--- src/abx_defines.svh ---
// Encodings, field positions, reset values and register codes for the executor
`ifndef ABX_DEFINES_SVH
`define ABX_DEFINES_SVH
`define ABX_OP_ADD      7'h4a
`define ABX_OP_ADD_WITH_CARRY     7'h6a
`define ABX_OP_AND      7'h1a
`define ABX_OP_CALL     7'h3d
`define ABX_OP_CMP      7'h78
`define ABX_LOOP_DECREMENT_BRANCH_HI     2'b10
`define ABX_LOOP_DECREMENT_BRANCH_LO     4'hd
`define ABX_BITAND_HI   8'h9a
`define ABX_ACCFAM_LO   4'ha
`define ABX_WORD_CPL    16'h8a1a
`define ABX_WORD_CPLC   16'hda2a
`define ABX_BITSET_LO   4'h7
`define ABX_ACCN_LO     4'h9
`define ABX_SRC_ACC     8'h0a
`define ABX_SRC_AIDX    8'h1a
`define ABX_SRC_POP     8'h0d
`define ABX_SRC_POPI    8'h8d
`define ABX_DST_AP      7'h08
`define ABX_DST_APC     7'h18
`define ABX_DST_PSF     7'h48
`define ABX_DST_PUSH    7'h0d
`define ABX_DST_SP      7'h1d
`define ABX_MOD_SYS     4'h8
`define ABX_MOD_LAST    4'h5
`define ABX_PSF_C       3'h0
`define ABX_PSF_E       3'h1
`define ABX_POINTER_RESET_BIT     3'h7
`define ABX_MODE_INC    2'b01
`define ABX_MODE_DEC    2'b10
`define ABX_APC_RST     4'h0
`define ABX_AP_RST      4'h0
`define ABX_IP_RST      16'h0000
`define ABX_LC_RST      16'h0000
`endif

--- src/abx_pkg.sv ---
// Types shared by the execution block
package abx_pkg;
    typedef struct packed {
        logic        valid;
        logic [15:0] word;
        logic [15:0] ext_data;
        logic        ext_wide;
    } abx_instr_type;
    typedef struct packed {
        logic       valid;
        logic [7:0] value;
    } abx_pfx_type;
    typedef struct packed {
        logic        valid;
        logic        to_lc;
        logic [3:0]  idx;
        logic [15:0] data;
    } abx_load_type;
    typedef struct packed {
        logic c;
        logic e;
        logic s;
        logic z;
        logic ov;
    } abx_flags_type;
    typedef struct packed {
        logic       valid;
        logic [6:0] dst;
        logic [2:0] bit_index;
        logic       value;
    } abx_bitwr_type;
    typedef enum logic [3:0] {
        CL_NONE     = 4'h0,
        CL_ADD      = 4'h1,
        CL_ADD_WITH_CARRY     = 4'h2,
        CL_AND      = 4'h3,
        CL_BITAND   = 4'h4,
        CL_CPL      = 4'h5,
        CL_CPLC     = 4'h6,
        CL_CALL     = 4'h7,
        CL_CMP      = 4'h8,
        CL_LOOP_DECREMENT_BRANCH     = 4'h9,
        CL_BITSET   = 4'ha,
        CL_MOVE_AP  = 4'hb,
        CL_MOVE_APC = 4'hc
    } abx_class_type;
    typedef enum logic [1:0] {
        ALU_ADD = 2'b00,
        ALU_AND = 2'b01,
        ALU_CPL = 2'b10
    } abx_alu_op_type;
endpackage : abx_pkg

--- src/abx_alu.sv ---
// Accumulator arithmetic and logic unit
`timescale 1ns/1ps
module abx_alu
#(
    parameter int W = 16
)
(
    // Operation and operands
    input  wire abx_pkg::abx_alu_op_type op,
    input  wire logic [W-1:0]            a,
    input  wire logic [W-1:0]            b,
    input  wire logic                    cin,
    // Result and arithmetic flags
    output logic [W-1:0]                 result,
    output logic                         carry,
    output logic                         wrap
);
    import abx_pkg::*;
    logic [W:0] sum;
    assign sum = {1'b0, a} + {1'b0, b} + {{W{1'b0}}, cin};
    always_comb
    begin
        carry = 1'b0;
        wrap  = 1'b0;
        case (op)
            ALU_ADD:
            begin
                result = sum[W-1:0];
                carry  = sum[W];
                wrap   = (a[W-1] == b[W-1]) && (sum[W-1] != a[W-1]);
            end
            ALU_AND: result = a & b;
            ALU_CPL: result = ~a;
            default: result = a;
        endcase
    end
endmodule : abx_alu

--- src/abx_exec_core.sv ---
// Single-cycle executor for arithmetic, compare, call and loop-branch words
`timescale 1ns/1ps
`include "abx_defines.svh"
module abx_exec_core
#(
    parameter int         ACC_WIDTH = 16,
    parameter int         SP_WIDTH  = 4,
    parameter logic [5:0] MOD_IMPL  = 6'h3f
)
(
    // Clock and reset
    input  wire logic                   sys_clk,
    input  wire logic                   reset,
    // Instruction with external source
    input  wire abx_pkg::abx_instr_type instr,
    // Prefix and preload
    input  wire abx_pkg::abx_pfx_type   pfx,
    input  wire abx_pkg::abx_load_type  preload,
    // Architectural state
    output logic [ACC_WIDTH-1:0]        acc_value,
    output abx_pkg::abx_flags_type      flags,
    output logic [15:0]                 instruction_pointer,
    output logic [SP_WIDTH-1:0]         stack_pointer,
    output logic [15:0]                 stack_top,
    output logic [3:0]                  accumulator_pointer,
    output logic [7:0]                  pointer_control_register,
    output logic [1:0][15:0]            loop_counter,
    // Outside bit writes and fault
    output abx_pkg::abx_bitwr_type      bit_write,
    output logic                        illegal_instr
);
    import abx_pkg::*;

    localparam int W = ACC_WIDTH;

    logic [W-1:0]        acc_bank [0:15];
    logic [15:0]         stack_mem [0:(1<<SP_WIDTH)-1];
    logic [3:0]          apc_bits;
    logic [7:0]          pfx_byte;
    logic                pfx_live;
    abx_class_type       cls;
    logic                exec;
    logic                fault;
    logic                stk_fault;
    logic [W-1:0]        active;
    logic [15:0]         active16;
    logic [15:0]         src_raw;
    logic                src_narrow;
    logic                src_is_acc;
    logic [15:0]         src_word;
    logic [W-1:0]        operand;
    logic [15:0]         target;
    abx_alu_op_type      alu_op;
    logic [W-1:0]        alu_result;
    logic                alu_carry;
    logic                alu_wrap;
    logic [3:0]          step_ap;
    logic                step_active;
    logic                acc_we;
    logic                sz_from_ap;
    logic [3:0]          next_ap;
    logic [3:0]          next_apc;
    abx_flags_type       next_flags;
    logic [15:0]         next_ip;
    logic [SP_WIDTH-1:0] next_sp;
    logic                push_en;
    logic                lc_we;
    logic [15:0]         next_lc;
    logic                bit_ext;
    logic [W-1:0]        next_active;
    logic [W-1:0]        next_acc_value;
    logic                pre_acc;

    function automatic abx_class_type decode_class(input logic [15:0] w);
        abx_class_type c;
        c = CL_NONE;
        if (w == `ABX_WORD_CPL)
            c = CL_CPL;
        else if (w == `ABX_WORD_CPLC)
            c = CL_CPLC;
        else if (w[15:8] == `ABX_BITAND_HI && w[3:0] == `ABX_ACCFAM_LO)
            c = CL_BITAND;
        else if (w[14:8] == `ABX_OP_ADD)
            c = CL_ADD;
        else if (w[14:8] == `ABX_OP_ADD_WITH_CARRY)
            c = CL_ADD_WITH_CARRY;
        else if (w[14:8] == `ABX_OP_AND)
            c = CL_AND;
        else if (w[14:8] == `ABX_OP_CALL)
            c = CL_CALL;
        else if (w[14:8] == `ABX_OP_CMP)
            c = CL_CMP;
        else if (w[14:13] == `ABX_LOOP_DECREMENT_BRANCH_HI && w[11:8] == `ABX_LOOP_DECREMENT_BRANCH_LO)
            c = CL_LOOP_DECREMENT_BRANCH;
        else if (w[15] && w[3:0] == `ABX_BITSET_LO)
            c = CL_BITSET;
        else if (w[15] && (w[7:0] == `ABX_SRC_ACC || w[7:0] == `ABX_SRC_AIDX))
        begin
            if (w[14:8] == `ABX_DST_AP)
                c = CL_MOVE_AP;
            else if (w[14:8] == `ABX_DST_APC)
                c = CL_MOVE_APC;
        end
        return c;
    endfunction : decode_class

    assign cls      = decode_class(instr.word);
    assign exec     = instr.valid;
    assign active   = acc_bank[accumulator_pointer];
    assign active16 = 16'(active);

    assign stk_fault = instr.word[15]
        && (instr.word[7:0] == `ABX_SRC_POP || instr.word[7:0] == `ABX_SRC_POPI)
        && (instr.word[14:8] == `ABX_DST_PUSH || instr.word[14:8] == `ABX_DST_SP);

    // Source operand resolution
    always_comb
    begin
        src_narrow = 1'b1;
        src_is_acc = 1'b0;
        src_raw    = {8'h00, instr.word[7:0]};
        if (instr.word[15])
        begin
            if (instr.word[3:0] == `ABX_ACCN_LO)
            begin
                src_raw    = 16'(acc_bank[instr.word[7:4]]);
                src_narrow = (W == 8);
            end
            else if (instr.word[7:0] == `ABX_SRC_ACC || instr.word[7:0] == `ABX_SRC_AIDX)
            begin
                src_raw    = active16;
                src_narrow = (W == 8);
                src_is_acc = 1'b1;
            end
            else
            begin
                src_raw    = instr.ext_data;
                src_narrow = !instr.ext_wide;
            end
        end
        src_word = src_narrow ? {(pfx_live ? pfx_byte : 8'h00), src_raw[7:0]} : src_raw;
    end

    assign operand = W'(src_word);

    assign target = (!instr.word[15] && !pfx_live)
        ? instruction_pointer + {{8{instr.word[7]}}, instr.word[7:0]}
        : src_word;

    abx_alu #(
        .W (W)
    ) u_alu (
        .op     (alu_op),
        .a      (active),
        .b      (operand),
        .cin    ((cls == CL_ADD_WITH_CARRY) && flags.c),
        .result (alu_result),
        .carry  (alu_carry),
        .wrap   (alu_wrap)
    );

    abx_ptr_step u_step (
        .ap      (accumulator_pointer),
        .ctrl    (apc_bits),
        .step_ap (step_ap),
        .active  (step_active)
    );

    // Execution of one word
    always_comb
    begin
        fault      = 1'b0;
        acc_we     = 1'b0;
        sz_from_ap = 1'b0;
        alu_op     = ALU_ADD;
        next_ap    = accumulator_pointer;
        next_apc   = apc_bits;
        next_flags = flags;
        next_ip    = instruction_pointer + 16'h0001;
        next_sp    = stack_pointer;
        push_en    = 1'b0;
        lc_we      = 1'b0;
        next_lc    = loop_counter[instr.word[12]] - 16'h0001;
        bit_ext    = 1'b0;
        case (cls)
            CL_ADD, CL_ADD_WITH_CARRY, CL_AND:
            begin
                alu_op = (cls == CL_AND) ? ALU_AND : ALU_ADD;
                fault  = src_is_acc;
                acc_we = 1'b1;
                next_ap = step_ap;
                next_flags.s = alu_result[W-1];
                next_flags.z = (alu_result == '0);
                if (cls != CL_AND)
                begin
                    next_flags.c  = alu_carry;
                    next_flags.ov = alu_wrap;
                end
            end
            CL_BITAND:
            begin
                fault = (W == 8) && instr.word[7];
                next_flags.c = flags.c & active16[instr.word[7:4]];
            end
            CL_CPL:
            begin
                alu_op       = ALU_CPL;
                acc_we       = 1'b1;
                next_ap      = step_ap;
                next_flags.s = alu_result[W-1];
                next_flags.z = (alu_result == '0);
            end
            CL_CPLC:
                next_flags.c = !flags.c;
            CL_CALL:
            begin
                next_sp = stack_pointer + SP_WIDTH'(1);
                push_en = 1'b1;
                next_ip = target;
            end
            CL_CMP:
                next_flags.e = (active == operand);
            CL_LOOP_DECREMENT_BRANCH:
            begin
                lc_we = 1'b1;
                if (next_lc != 16'h0000)
                    next_ip = target;
            end
            CL_BITSET:
            begin
                fault = !(instr.word[11:8] == `ABX_MOD_SYS
                    || (instr.word[11:8] <= `ABX_MOD_LAST && MOD_IMPL[instr.word[10:8]]));
                if (instr.word[14:8] == `ABX_DST_PSF)
                begin
                    if (instr.word[6:4] == `ABX_PSF_C)
                        next_flags.c = instr.word[7];
                    else if (instr.word[6:4] == `ABX_PSF_E)
                        next_flags.e = instr.word[7];
                end
                else if (instr.word[14:8] == `ABX_DST_AP)
                begin
                    sz_from_ap = 1'b1;
                    if (!instr.word[6])
                        next_ap[instr.word[5:4]] = instr.word[7];
                end
                else if (instr.word[14:8] == `ABX_DST_APC)
                begin
                    sz_from_ap = 1'b1;
                    if (instr.word[6:4] == `ABX_POINTER_RESET_BIT && instr.word[7])
                        next_ap = 4'h0;
                    else if (!instr.word[6])
                        next_apc[instr.word[5:4]] = instr.word[7];
                end
                else
                    bit_ext = 1'b1;
            end
            CL_MOVE_AP:
            begin
                sz_from_ap = 1'b1;
                if (instr.word[7:0] == `ABX_SRC_ACC && step_active)
                    next_ap = step_ap;
                else
                    next_ap = active[3:0];
            end
            CL_MOVE_APC:
            begin
                sz_from_ap = 1'b1;
                next_apc   = active[3:0];
                if (active[7])
                    next_ap = 4'h0;
                else if (instr.word[7:0] == `ABX_SRC_ACC)
                    next_ap = step_ap;
            end
            default:
                fault = stk_fault
                    || (instr.word[15:8] == 8'h8a && instr.word[7:0] == `ABX_SRC_AIDX);
        endcase
        if (fault)
        begin
            acc_we     = 1'b0;
            sz_from_ap = 1'b0;
            next_ap    = accumulator_pointer;
            next_apc   = apc_bits;
            next_flags = flags;
            next_ip    = instruction_pointer + 16'h0001;
            next_sp    = stack_pointer;
            push_en    = 1'b0;
            lc_we      = 1'b0;
            bit_ext    = 1'b0;
        end
        next_active = acc_bank[next_ap];
        if (sz_from_ap)
        begin
            next_flags.s = next_active[W-1];
            next_flags.z = (next_active == '0);
        end
    end

    // Visible accumulator follows writes and pointer moves
    assign pre_acc = preload.valid && !preload.to_lc;
    always_comb
    begin
        next_acc_value = exec ? next_active : active;
        if (pre_acc && preload.idx == (exec ? next_ap : accumulator_pointer))
            next_acc_value = W'(preload.data);
        if (exec && acc_we && next_ap == accumulator_pointer)
            next_acc_value = alu_result;
    end

    // Accumulator bank
    always_ff @(posedge sys_clk or posedge reset)
    begin
        if (reset)
        begin
            for (int i = 0; i < 16; i++)
                acc_bank[i] <= '0;
            acc_value <= '0;
        end
        else
        begin
            acc_value <= next_acc_value;
            if (pre_acc)
                acc_bank[preload.idx] <= W'(preload.data);
            if (exec && acc_we)
                acc_bank[accumulator_pointer] <= alu_result;
        end
    end

    // Pointer and its control
    always_ff @(posedge sys_clk or posedge reset)
    begin
        if (reset)
        begin
            accumulator_pointer <= `ABX_AP_RST;
            apc_bits            <= `ABX_APC_RST;
        end
        else if (exec)
        begin
            accumulator_pointer <= next_ap;
            apc_bits            <= next_apc;
        end
    end

    assign pointer_control_register = {4'h0, apc_bits};

    // Status flags
    always_ff @(posedge sys_clk or posedge reset)
    begin
        if (reset)
            flags <= '0;
        else if (exec)
            flags <= next_flags;
    end

    // Instruction pointer
    always_ff @(posedge sys_clk or posedge reset)
    begin
        if (reset)
            instruction_pointer <= `ABX_IP_RST;
        else if (exec)
            instruction_pointer <= next_ip;
    end

    // Stack storage
    always_ff @(posedge sys_clk)
    begin
        if (exec && push_en)
            stack_mem[next_sp] <= instruction_pointer + 16'h0001;
    end

    // Stack pointer and top
    always_ff @(posedge sys_clk or posedge reset)
    begin
        if (reset)
        begin
            stack_pointer <= '1;
            stack_top     <= '0;
        end
        else if (exec && push_en)
        begin
            stack_pointer <= next_sp;
            stack_top     <= instruction_pointer + 16'h0001;
        end
        else
            stack_top <= stack_mem[stack_pointer];
    end

    // Loop counters
    always_ff @(posedge sys_clk or posedge reset)
    begin
        if (reset)
            loop_counter <= {2{`ABX_LC_RST}};
        else if (exec && lc_we)
            loop_counter[instr.word[12]] <= next_lc;
        else if (preload.valid && preload.to_lc)
            loop_counter[preload.idx[0]] <= preload.data;
    end

    // Prefix byte lives for one executed word
    always_ff @(posedge sys_clk or posedge reset)
    begin
        if (reset)
        begin
            pfx_byte <= 8'h00;
            pfx_live <= 1'b0;
        end
        else if (pfx.valid)
        begin
            pfx_byte <= pfx.value;
            pfx_live <= 1'b1;
        end
        else if (exec)
            pfx_live <= 1'b0;
    end

    // Outside bit writes and fault pulse
    always_ff @(posedge sys_clk or posedge reset)
    begin
        if (reset)
        begin
            bit_write     <= '0;
            illegal_instr <= 1'b0;
        end
        else
        begin
            bit_write.valid     <= exec && bit_ext;
            bit_write.dst       <= instr.word[14:8];
            bit_write.bit_index <= instr.word[6:4];
            bit_write.value     <= instr.word[7];
            illegal_instr       <= exec && fault;
        end
    end
endmodule : abx_exec_core

--- src/abx_ptr_step.sv ---
// Automatic accumulator pointer step with modulo window
`timescale 1ns/1ps
`include "abx_defines.svh"
module abx_ptr_step
(
    // Current pointer and its control bits
    input  wire logic [3:0] ap,
    input  wire logic [3:0] ctrl,
    // Stepped pointer
    output logic [3:0]      step_ap,
    output logic            active
);
    logic [3:0] mask;
    logic [3:0] moved;
    always_comb
    begin
        case (ctrl[3:2])
            2'b01:   mask = 4'h1;
            2'b10:   mask = 4'h3;
            2'b11:   mask = 4'h7;
            default: mask = 4'hf;
        endcase
        active = (ctrl[1:0] == `ABX_MODE_INC) || (ctrl[1:0] == `ABX_MODE_DEC);
        moved  = (ctrl[1:0] == `ABX_MODE_INC) ? ap + 4'h1 : ap - 4'h1;
        step_ap = active ? ((ap & ~mask) | (moved & mask)) : ap;
    end
endmodule : abx_ptr_step
--- config.mk ---
export PLATFORM = sky130hd
export DESIGN_NAME = abx_exec_core
export DESIGN_NICKNAME = d
export VERILOG_FILES = /design/src/abx_pkg.sv /design/src/abx_alu.sv /design/src/abx_exec_core.sv /design/src/abx_ptr_step.sv
export VERILOG_INCLUDE_DIRS = /design/src
export SDC_FILE = /design/constraint.sdc
export NUM_CORES = 2
export LEC_CHECK = 0
export ABC_AREA = 0
export BUFFER_PORTS_ARGS = -buffer_cell sky130_fd_sc_hd__clkbuf_2
export CAP_MARGIN = 40
export CORE_AREA = 4 4 234 282
export CTS_BUF_LIST = sky130_fd_sc_hd__clkbuf_2 sky130_fd_sc_hd__clkbuf_4 sky130_fd_sc_hd__clkbuf_8
export DETAILED_ROUTE_END_ITERATION = 8
export DIE_AREA = 0 0 238 286
export PLACE_DENSITY_LB_ADDON = 0.15
export SYNTH_ARGS = -nofsm -noshare
export SYNTH_HDL_FRONTEND = slang
export SYNTH_SLANG_ARGS = --single-unit
--- constraint.sdc ---
create_clock -name sys_clk -period 24.7 [get_ports sys_clk]
set_input_delay 2.47 -clock sys_clk [delete_from_list [all_inputs] [get_ports sys_clk]]
set_output_delay 2.47 -clock sys_clk [all_outputs]
set_load 0.01 [all_outputs]
# After elaboration in Yosys (flattened, before gate mapping)
# Memories as Yosys holds them, arrays and structs flattened.
# Cells that the tools add are included.
[word_totals]
ff_bits = 375
latch_bits = 0
mem_bits_rw = 256
rom_bits = 8
input_bits = 67
output_inout_bits = 114
wordCells = 320
memories = 2
[memory_table]
columns = ["name", "words", "width", "read_ports", "rd_ports_with_merged_regs", "write_ports", "line", "source"]
rows = [
  ["stack_mem", 16, 16, 1, 0, 1, "abx_exec_core.sv:37", "logic [15:0] stack_mem [0:(1<<SP_WIDTH)-1];"],
  ["(no name shown)", 8, 1, 1, 0, 0, "abx_exec_core.sv:232", "|| (instr.word[11:8] <= `ABX_MOD_LAST && MOD_IMPL[instr.word[10:8]]));"],
]
[op_classes]
n_addsub = 8
multipliers = 0
n_div = 0
n_lt_le_gt_ge = 15
eq_ne = 62
n_shift = 0
n_mux = 126
n_bitwise = 12
n_reduce_logical = 59
[op_table]
columns = ["operator", "n"]
rows = [
  ["256-bit bitwise mux", 2],
  ["256-bit two-way mux", 2],
  ["16-bit two-way mux", 23],
  ["16-bit binary-select mux with 4-bit select", 3],
  ["16-bit demux with 4-bit select", 2],
  ["4-bit two-way mux", 32],
  ["32-bit bitwise mux", 2],
  ["32-bit two-way mux", 2],
  ["16-bit case mux with 3 select lines", 1],
  ["1-bit two-way mux", 37],
  ["4-bit equality test (second input constant)", 9],
  ["16-bit demux with 1-bit select", 2],
  ["16-bit equality test (second input constant)", 2],
  ["16-bit logical NOT", 2],
  ["16-bit case mux with 2 select lines", 1],
  ["7-bit equality test (second input constant)", 4],
  ["1-bit logical AND", 27],
  ["8-bit equality test (second input constant)", 3],
  ["7-bit by 5-bit equality test with 1-bit output (second input constant)", 3],
  ["4-bit by 3-bit equality test with 1-bit output (second input constant)", 5],
  ["5-bit >= comparator (second input constant)", 4],
  ["2-bit != test (second input constant)", 10],
  ["4-bit NOT with 5-bit output", 4],
  ["16-bit by 16-bit adder with 17-bit output", 1],
  ["65 further kinds", 99],
]

# Depth between registers and ports, before layout
[logic_depth]
ltp_word = 25
ltp_mapped = 26

# Hierarchy
# Synthesis repeated with hierarchy kept, for this count alone.
[unflattened]
cells_unflattened = 3543
area_unflattened_um2 = 38167.9
[modules_own_cells]
columns = ["module", "instances", "cells_each", "area_per_inst_um2"]
rows = [
  ["abx_exec_core", 1, 3330, 36667.7],
  ["abx_alu", 1, 181, 1237.4],
  ["abx_ptr_step", 1, 32, 262.8],
]

# Least setup slack after synthesis
# No wires, ideal clock.
[synth_path]
path_type = "input-to-reg"
startpoint = "input instr[21] (netlist bit)"
endpoint = "register acc_bank[126] (netlist bit)"
setup_time_ps = 83
arrival_ps = 9114
slack_ps = 15503
cell_stages = 26
path_buffers = 5
cell_sequence = "buf_2 > buf_1 > clkbuf_1 > buf_1 > mux4_2 > mux4_2 > nand2_1 > o21ai_0 > mux2_2 > fa_1 > fa_1 > a21o_1 > a21o_1 > a21o_1 > a21o_1 > a21oi_1 > o21ai_0 > o41ai_1 > nor2b_1 > o21ai_0 > nand2b_1 > xnor2_1 > o221ai_1 > clkbuf_1 > nand2_1 > o21ai_0"
[synth_via]
elab_chain_cells = 21
[synth_rtl]
columns = ["item", "line", "source"]
rows = [
  ["from (decl)", "abx_exec_core.sv:15", "input wire abx_pkg::abx_instr_type instr,"],
  ["parallel branches: the longest is 20 deep, another holds 8-bit by 4-bit equality test with 1-bit output", "n/a", ""],
  ["256-bit two-way mux *", "abx_exec_core.sv:324", "if (exec && acc_we)"],
  ["to (signal, indexed assignment)", "abx_exec_core.sv:323", "acc_bank[preload.idx] <= W'(preload.data);"],
  ["to (signal, indexed assignment)", "abx_exec_core.sv:325", "acc_bank[accumulator_pointer] <= alu_result;"],
  ["to (decl)", "abx_exec_core.sv:36", "logic [W-1:0] acc_bank [0:15];"],
]
# Every way passes the cells marked *. The select of a mux whose other input is x is not followed.
# A chain may end at the register's enable or synchronous reset.

# Worst setup path after layout
[layout_path]
startpoint = "input instr[22] (netlist bit)"
endpoint = "register flags[1] (netlist bit)"
[layout_via]
elab_chain_cells = 24
[layout_rtl]
columns = ["item", "line", "source"]
rows = [
  ["parallel branches: the longest is 24 deep, another holds 8-bit by 4-bit equality test with 1-bit output", "n/a", ""],
  ["to (signal assigned)", "abx_exec_core.sv:352", "flags <= next_flags;"],
  ["to (decl)", "abx_exec_core.sv:21", "output abx_pkg::abx_flags_type flags,"],
]
# Several ways; the timed one is not identified. The select of a mux whose other input is x is not followed.

==> summary.txt <==
LEAKAGE: 16.9 nW
DR WL/cell: 31.2 um
num ports: 181
Least-Margin Pin Slew: 1010 ps
Final nets: 3605
Final Setup Violations: 0
Clock transition at path regs: 60 ps
DRT Pass-1 Iters: 8
Post-route DRC: 0
CTS tree: yes
Slowest-stage cell, CP: buf_4
Compound-Gate Fraction of Synth Area: 0.116
Final Skew: 47.9 ps
Final min period: 8850 ps
simple-gate portion of the synthesized area: 0.115
largest fanout on the critical path: 42
Buf/Inv on CP: 3
Die H: 286 um
ys flop type: dfrtp_1
Initial DRC Count: 3801
Die X: 238 um
largest net degree at the start of global routing: 122
critical path arrival: 9510 ps
most frequent cells in the layout: 369 x dfrtp_1, 363 x nand2_1, 361 x mux2i_1
maximum VDD drop: 0.0811 mV
FP Rows: 101
first-pass GRT wire length: 201 mm
Synth area leader: dfrtp_1
Max-Cap Viols: 0
Critical Path Most Common Cell: a21o_1
CP peak stage delay: 700 ps
Power per Cell Area: 98.0 nW/um^2
DR vias/cell: 7.05
number of hold buffers added after cts: 0
Netlist cell types: 85
post_cts resized: 0
RD Place Congestion: 0.995
Pins Over Slew Limit: 0
number of port buffers: 176
design area: 42000 sq um
Setup crit start kind: input port
total grt overflow: 0
run status: finished clean
post-synthesis xor/xnor area fraction: 0.0158
CTS Buf Count: 101
FMAX: 0.113 GHz
Post-Syn Instances: 3375
Root Driver: clkbuf_8
vias in the first global route: 30377
Worst EP required: 25350 ps
ANT nets after route: 0
starting density of the core: 0.597
fraction of layout cells with a size suffix above 1: 0.233
Die ar.: 68100 sq um
RSZ-0062 raised after global routing: no
DRT Wirelength: 137 mm
post-layout util: 0.666
setup TNS: 0 ps
delay-heaviest family, CP: compound AO/OA/AOI/OAI gates
mapped cell area: 37600 sq um
Fin. Hold Viols: 0
critical setup path kind: input port to flip-flop
register bit total from synthesis: 631
Warnings, synthesis: 0
routed vias: 31105
antenna violations before repair: 7
crit end category: flip-flop
Post-synth EDFFs: 256
CTS Sinks: 631
register area share after synthesis: 0.454
Synth area leaders: dfrtp_1 25%, edfxtp_1 20%, mux4_2 14%
Syn Area/Cell: 11.2 sq um
H-tree depth: 3
Cell Area, Placed: 39700 sq um
CP cell instances: buf_4, buf_4, mux4_2, mux4_2, nand2_1, o21ai_0, mux2_2, fa_1, fa_1, a21o_1, a21o_1, a21o_1, a21o_1, a21oi_1, o21ai_0, o41ai_1, xor2_1, o221ai_1, buf_4, nand2b_1, nor4_1, nand4bb_1, nand3_1
ys async rst share: 0.594
number of setup buffers added after CTS: 0
main combinational cell family by area after synthesis: multiplexers
post-synth top area share: 0.247
post-synthesis mux area share: 0.249
worst-skew pair later-pin latency: 740 ps
fin crit share: 0.358
P&R area growth vs syn: 11.5%
GRT Overall Usage: 0.398
Worst Hold Class: flip-flop to flip-flop
Tot Pwr: 4.11 mW
Longest Clk Path Bufs: 3
Core Area: 63100 sq um
commonest non-fill, non-tap cell in the layout: dfrtp_1
slew margin rel.: 0.323
Detail Placement HPWL: 94.0 mm
fraction of the mapped netlist area in adder cells: 0.0154
[worst register-to-register path, cell delays in order, from the launching register on]
cell       delay [ps]
dfrtp_4           860
buf_4             680
mux4_2            430
a22oi_1           330
nand2_1           110
buf_4             200
mux2i_1           130
o21ai_0           180
mux2_2            370
fa_1              460
fa_1              470
a21o_1            170
a21o_1            190
a21o_1            180
a21o_1            190
a21oi_1           210
o21ai_0           160
o41ai_1           450
xor2_1            200
o221ai_1          120
buf_4             240
nand2b_1          170
nor4_1            670
nand4bb_1         210
nand3_1           120
[flip-flops by register name, indices dropped and copies added (netlist names)]
signal               count
acc_bank               256
stack_mem              256
loop_counter            32
acc_value               16
instruction_pointer     16
stack_top               16
bit_write               12
pfx_byte                 8
flags                    5
accumulator_pointer      4
apc_bits                 4
stack_pointer            4
illegal_instr            1
pfx_live                 1
[kinds of logic (layout without fill, tap and decap cells)]
logic type               count (synthesis)  count (layout)
flip-flops                             631             631
adder cells (fa/ha/maj)                 44              44
AND/OR/NAND/NOR                        958             958
other                                    1              13
XOR/XNOR                                68              68
AO/OA/AOI/OAI                          708             708
buffers and inverters                  324             524
multiplexers                           641             641
[synthesized netlist by cell type, types with 24 or more instances]
library cell	n
o211ai_1	29
o21ai_0	252
nand3_1	97
a21oi_1	195
nor3_1	53
nand2_1	366
a21o_1	26
mux2i_1	361
mux4_2	231
clkbuf_1	206
buf_2	35
mux2_2	42
xnor2_1	45
and3_1	27
dfrtp_1	371
edfxtp_1	256
a221o_1	35
ha_1	40
nor2_1	278
inv_1	29
nor2b_1	24
buf_1	34
[path summary, 6_finish.rpt]
| kind | depth (start not counted) | from | slack (ps) | end |
|---|---|---|---|---|
| worst max-delay path | 23 | instr[22] | 15850 | flags[1] |
| worst min-delay path | 2 | flags[1] | 490 | flags[1] |
| worst max register to register | 24 | accumulator_pointer[1] | 17110 | flags[1] |
| worst min register to register | 2 | flags[1] | 490 | flags[1] |
| max in group asynchronous | 5 | reset | 20540 | accumulator_pointer[0] |
| min in group asynchronous | 2 | reset | 1890 | acc_value[2] |
[metal layers]
| layer | global-route usage | wire [um] |
|---|---|---|
| met1 | 0.492 | 47700 |
| met2 | 0.620 | 62700 |
| met3 | 0.0870 | 14700 |
| met4 | 0.289 | 12300 |
| met5 | 0 | 11 |
[through the flow]
step / instances / setup slack [ps] / hold WS (ps)
2_1_floorplan: 3378 / 11820 / 480
3_3_place_gp: 4195 / 15350 / 476
3_5_place_dp: 4215 / 15290 / 474
4_1_cts: 4402 / 16040 / 486
5_1_grt: 4405 / 15720 / 542
6_report: 4411 / 15850 / 489
[report_power, final]
| group | internal, mW | leakage, nW | switching, mW |
|---|---|---|---|
| clock | 0.564 | 1.21 | 0.450 |
| sequential | 1.30 | 7.04 | 0.212 |
| combinational | 0.625 | 8.65 | 0.959 |
| total | 2.49 | 16.9 | 1.62 |
[layout make-up]
cell class,count,area (sq um)
diodes,9,22.5
clock buffers,151,1870
clock inverters,36,418
fillers,4684,21100
inverters,32,128
multi-input cells,2423,19400
flip-flops and latches,631,17100
well taps,824,1030
repair buffers,305,2030
(Power assumes the default switching activity.)
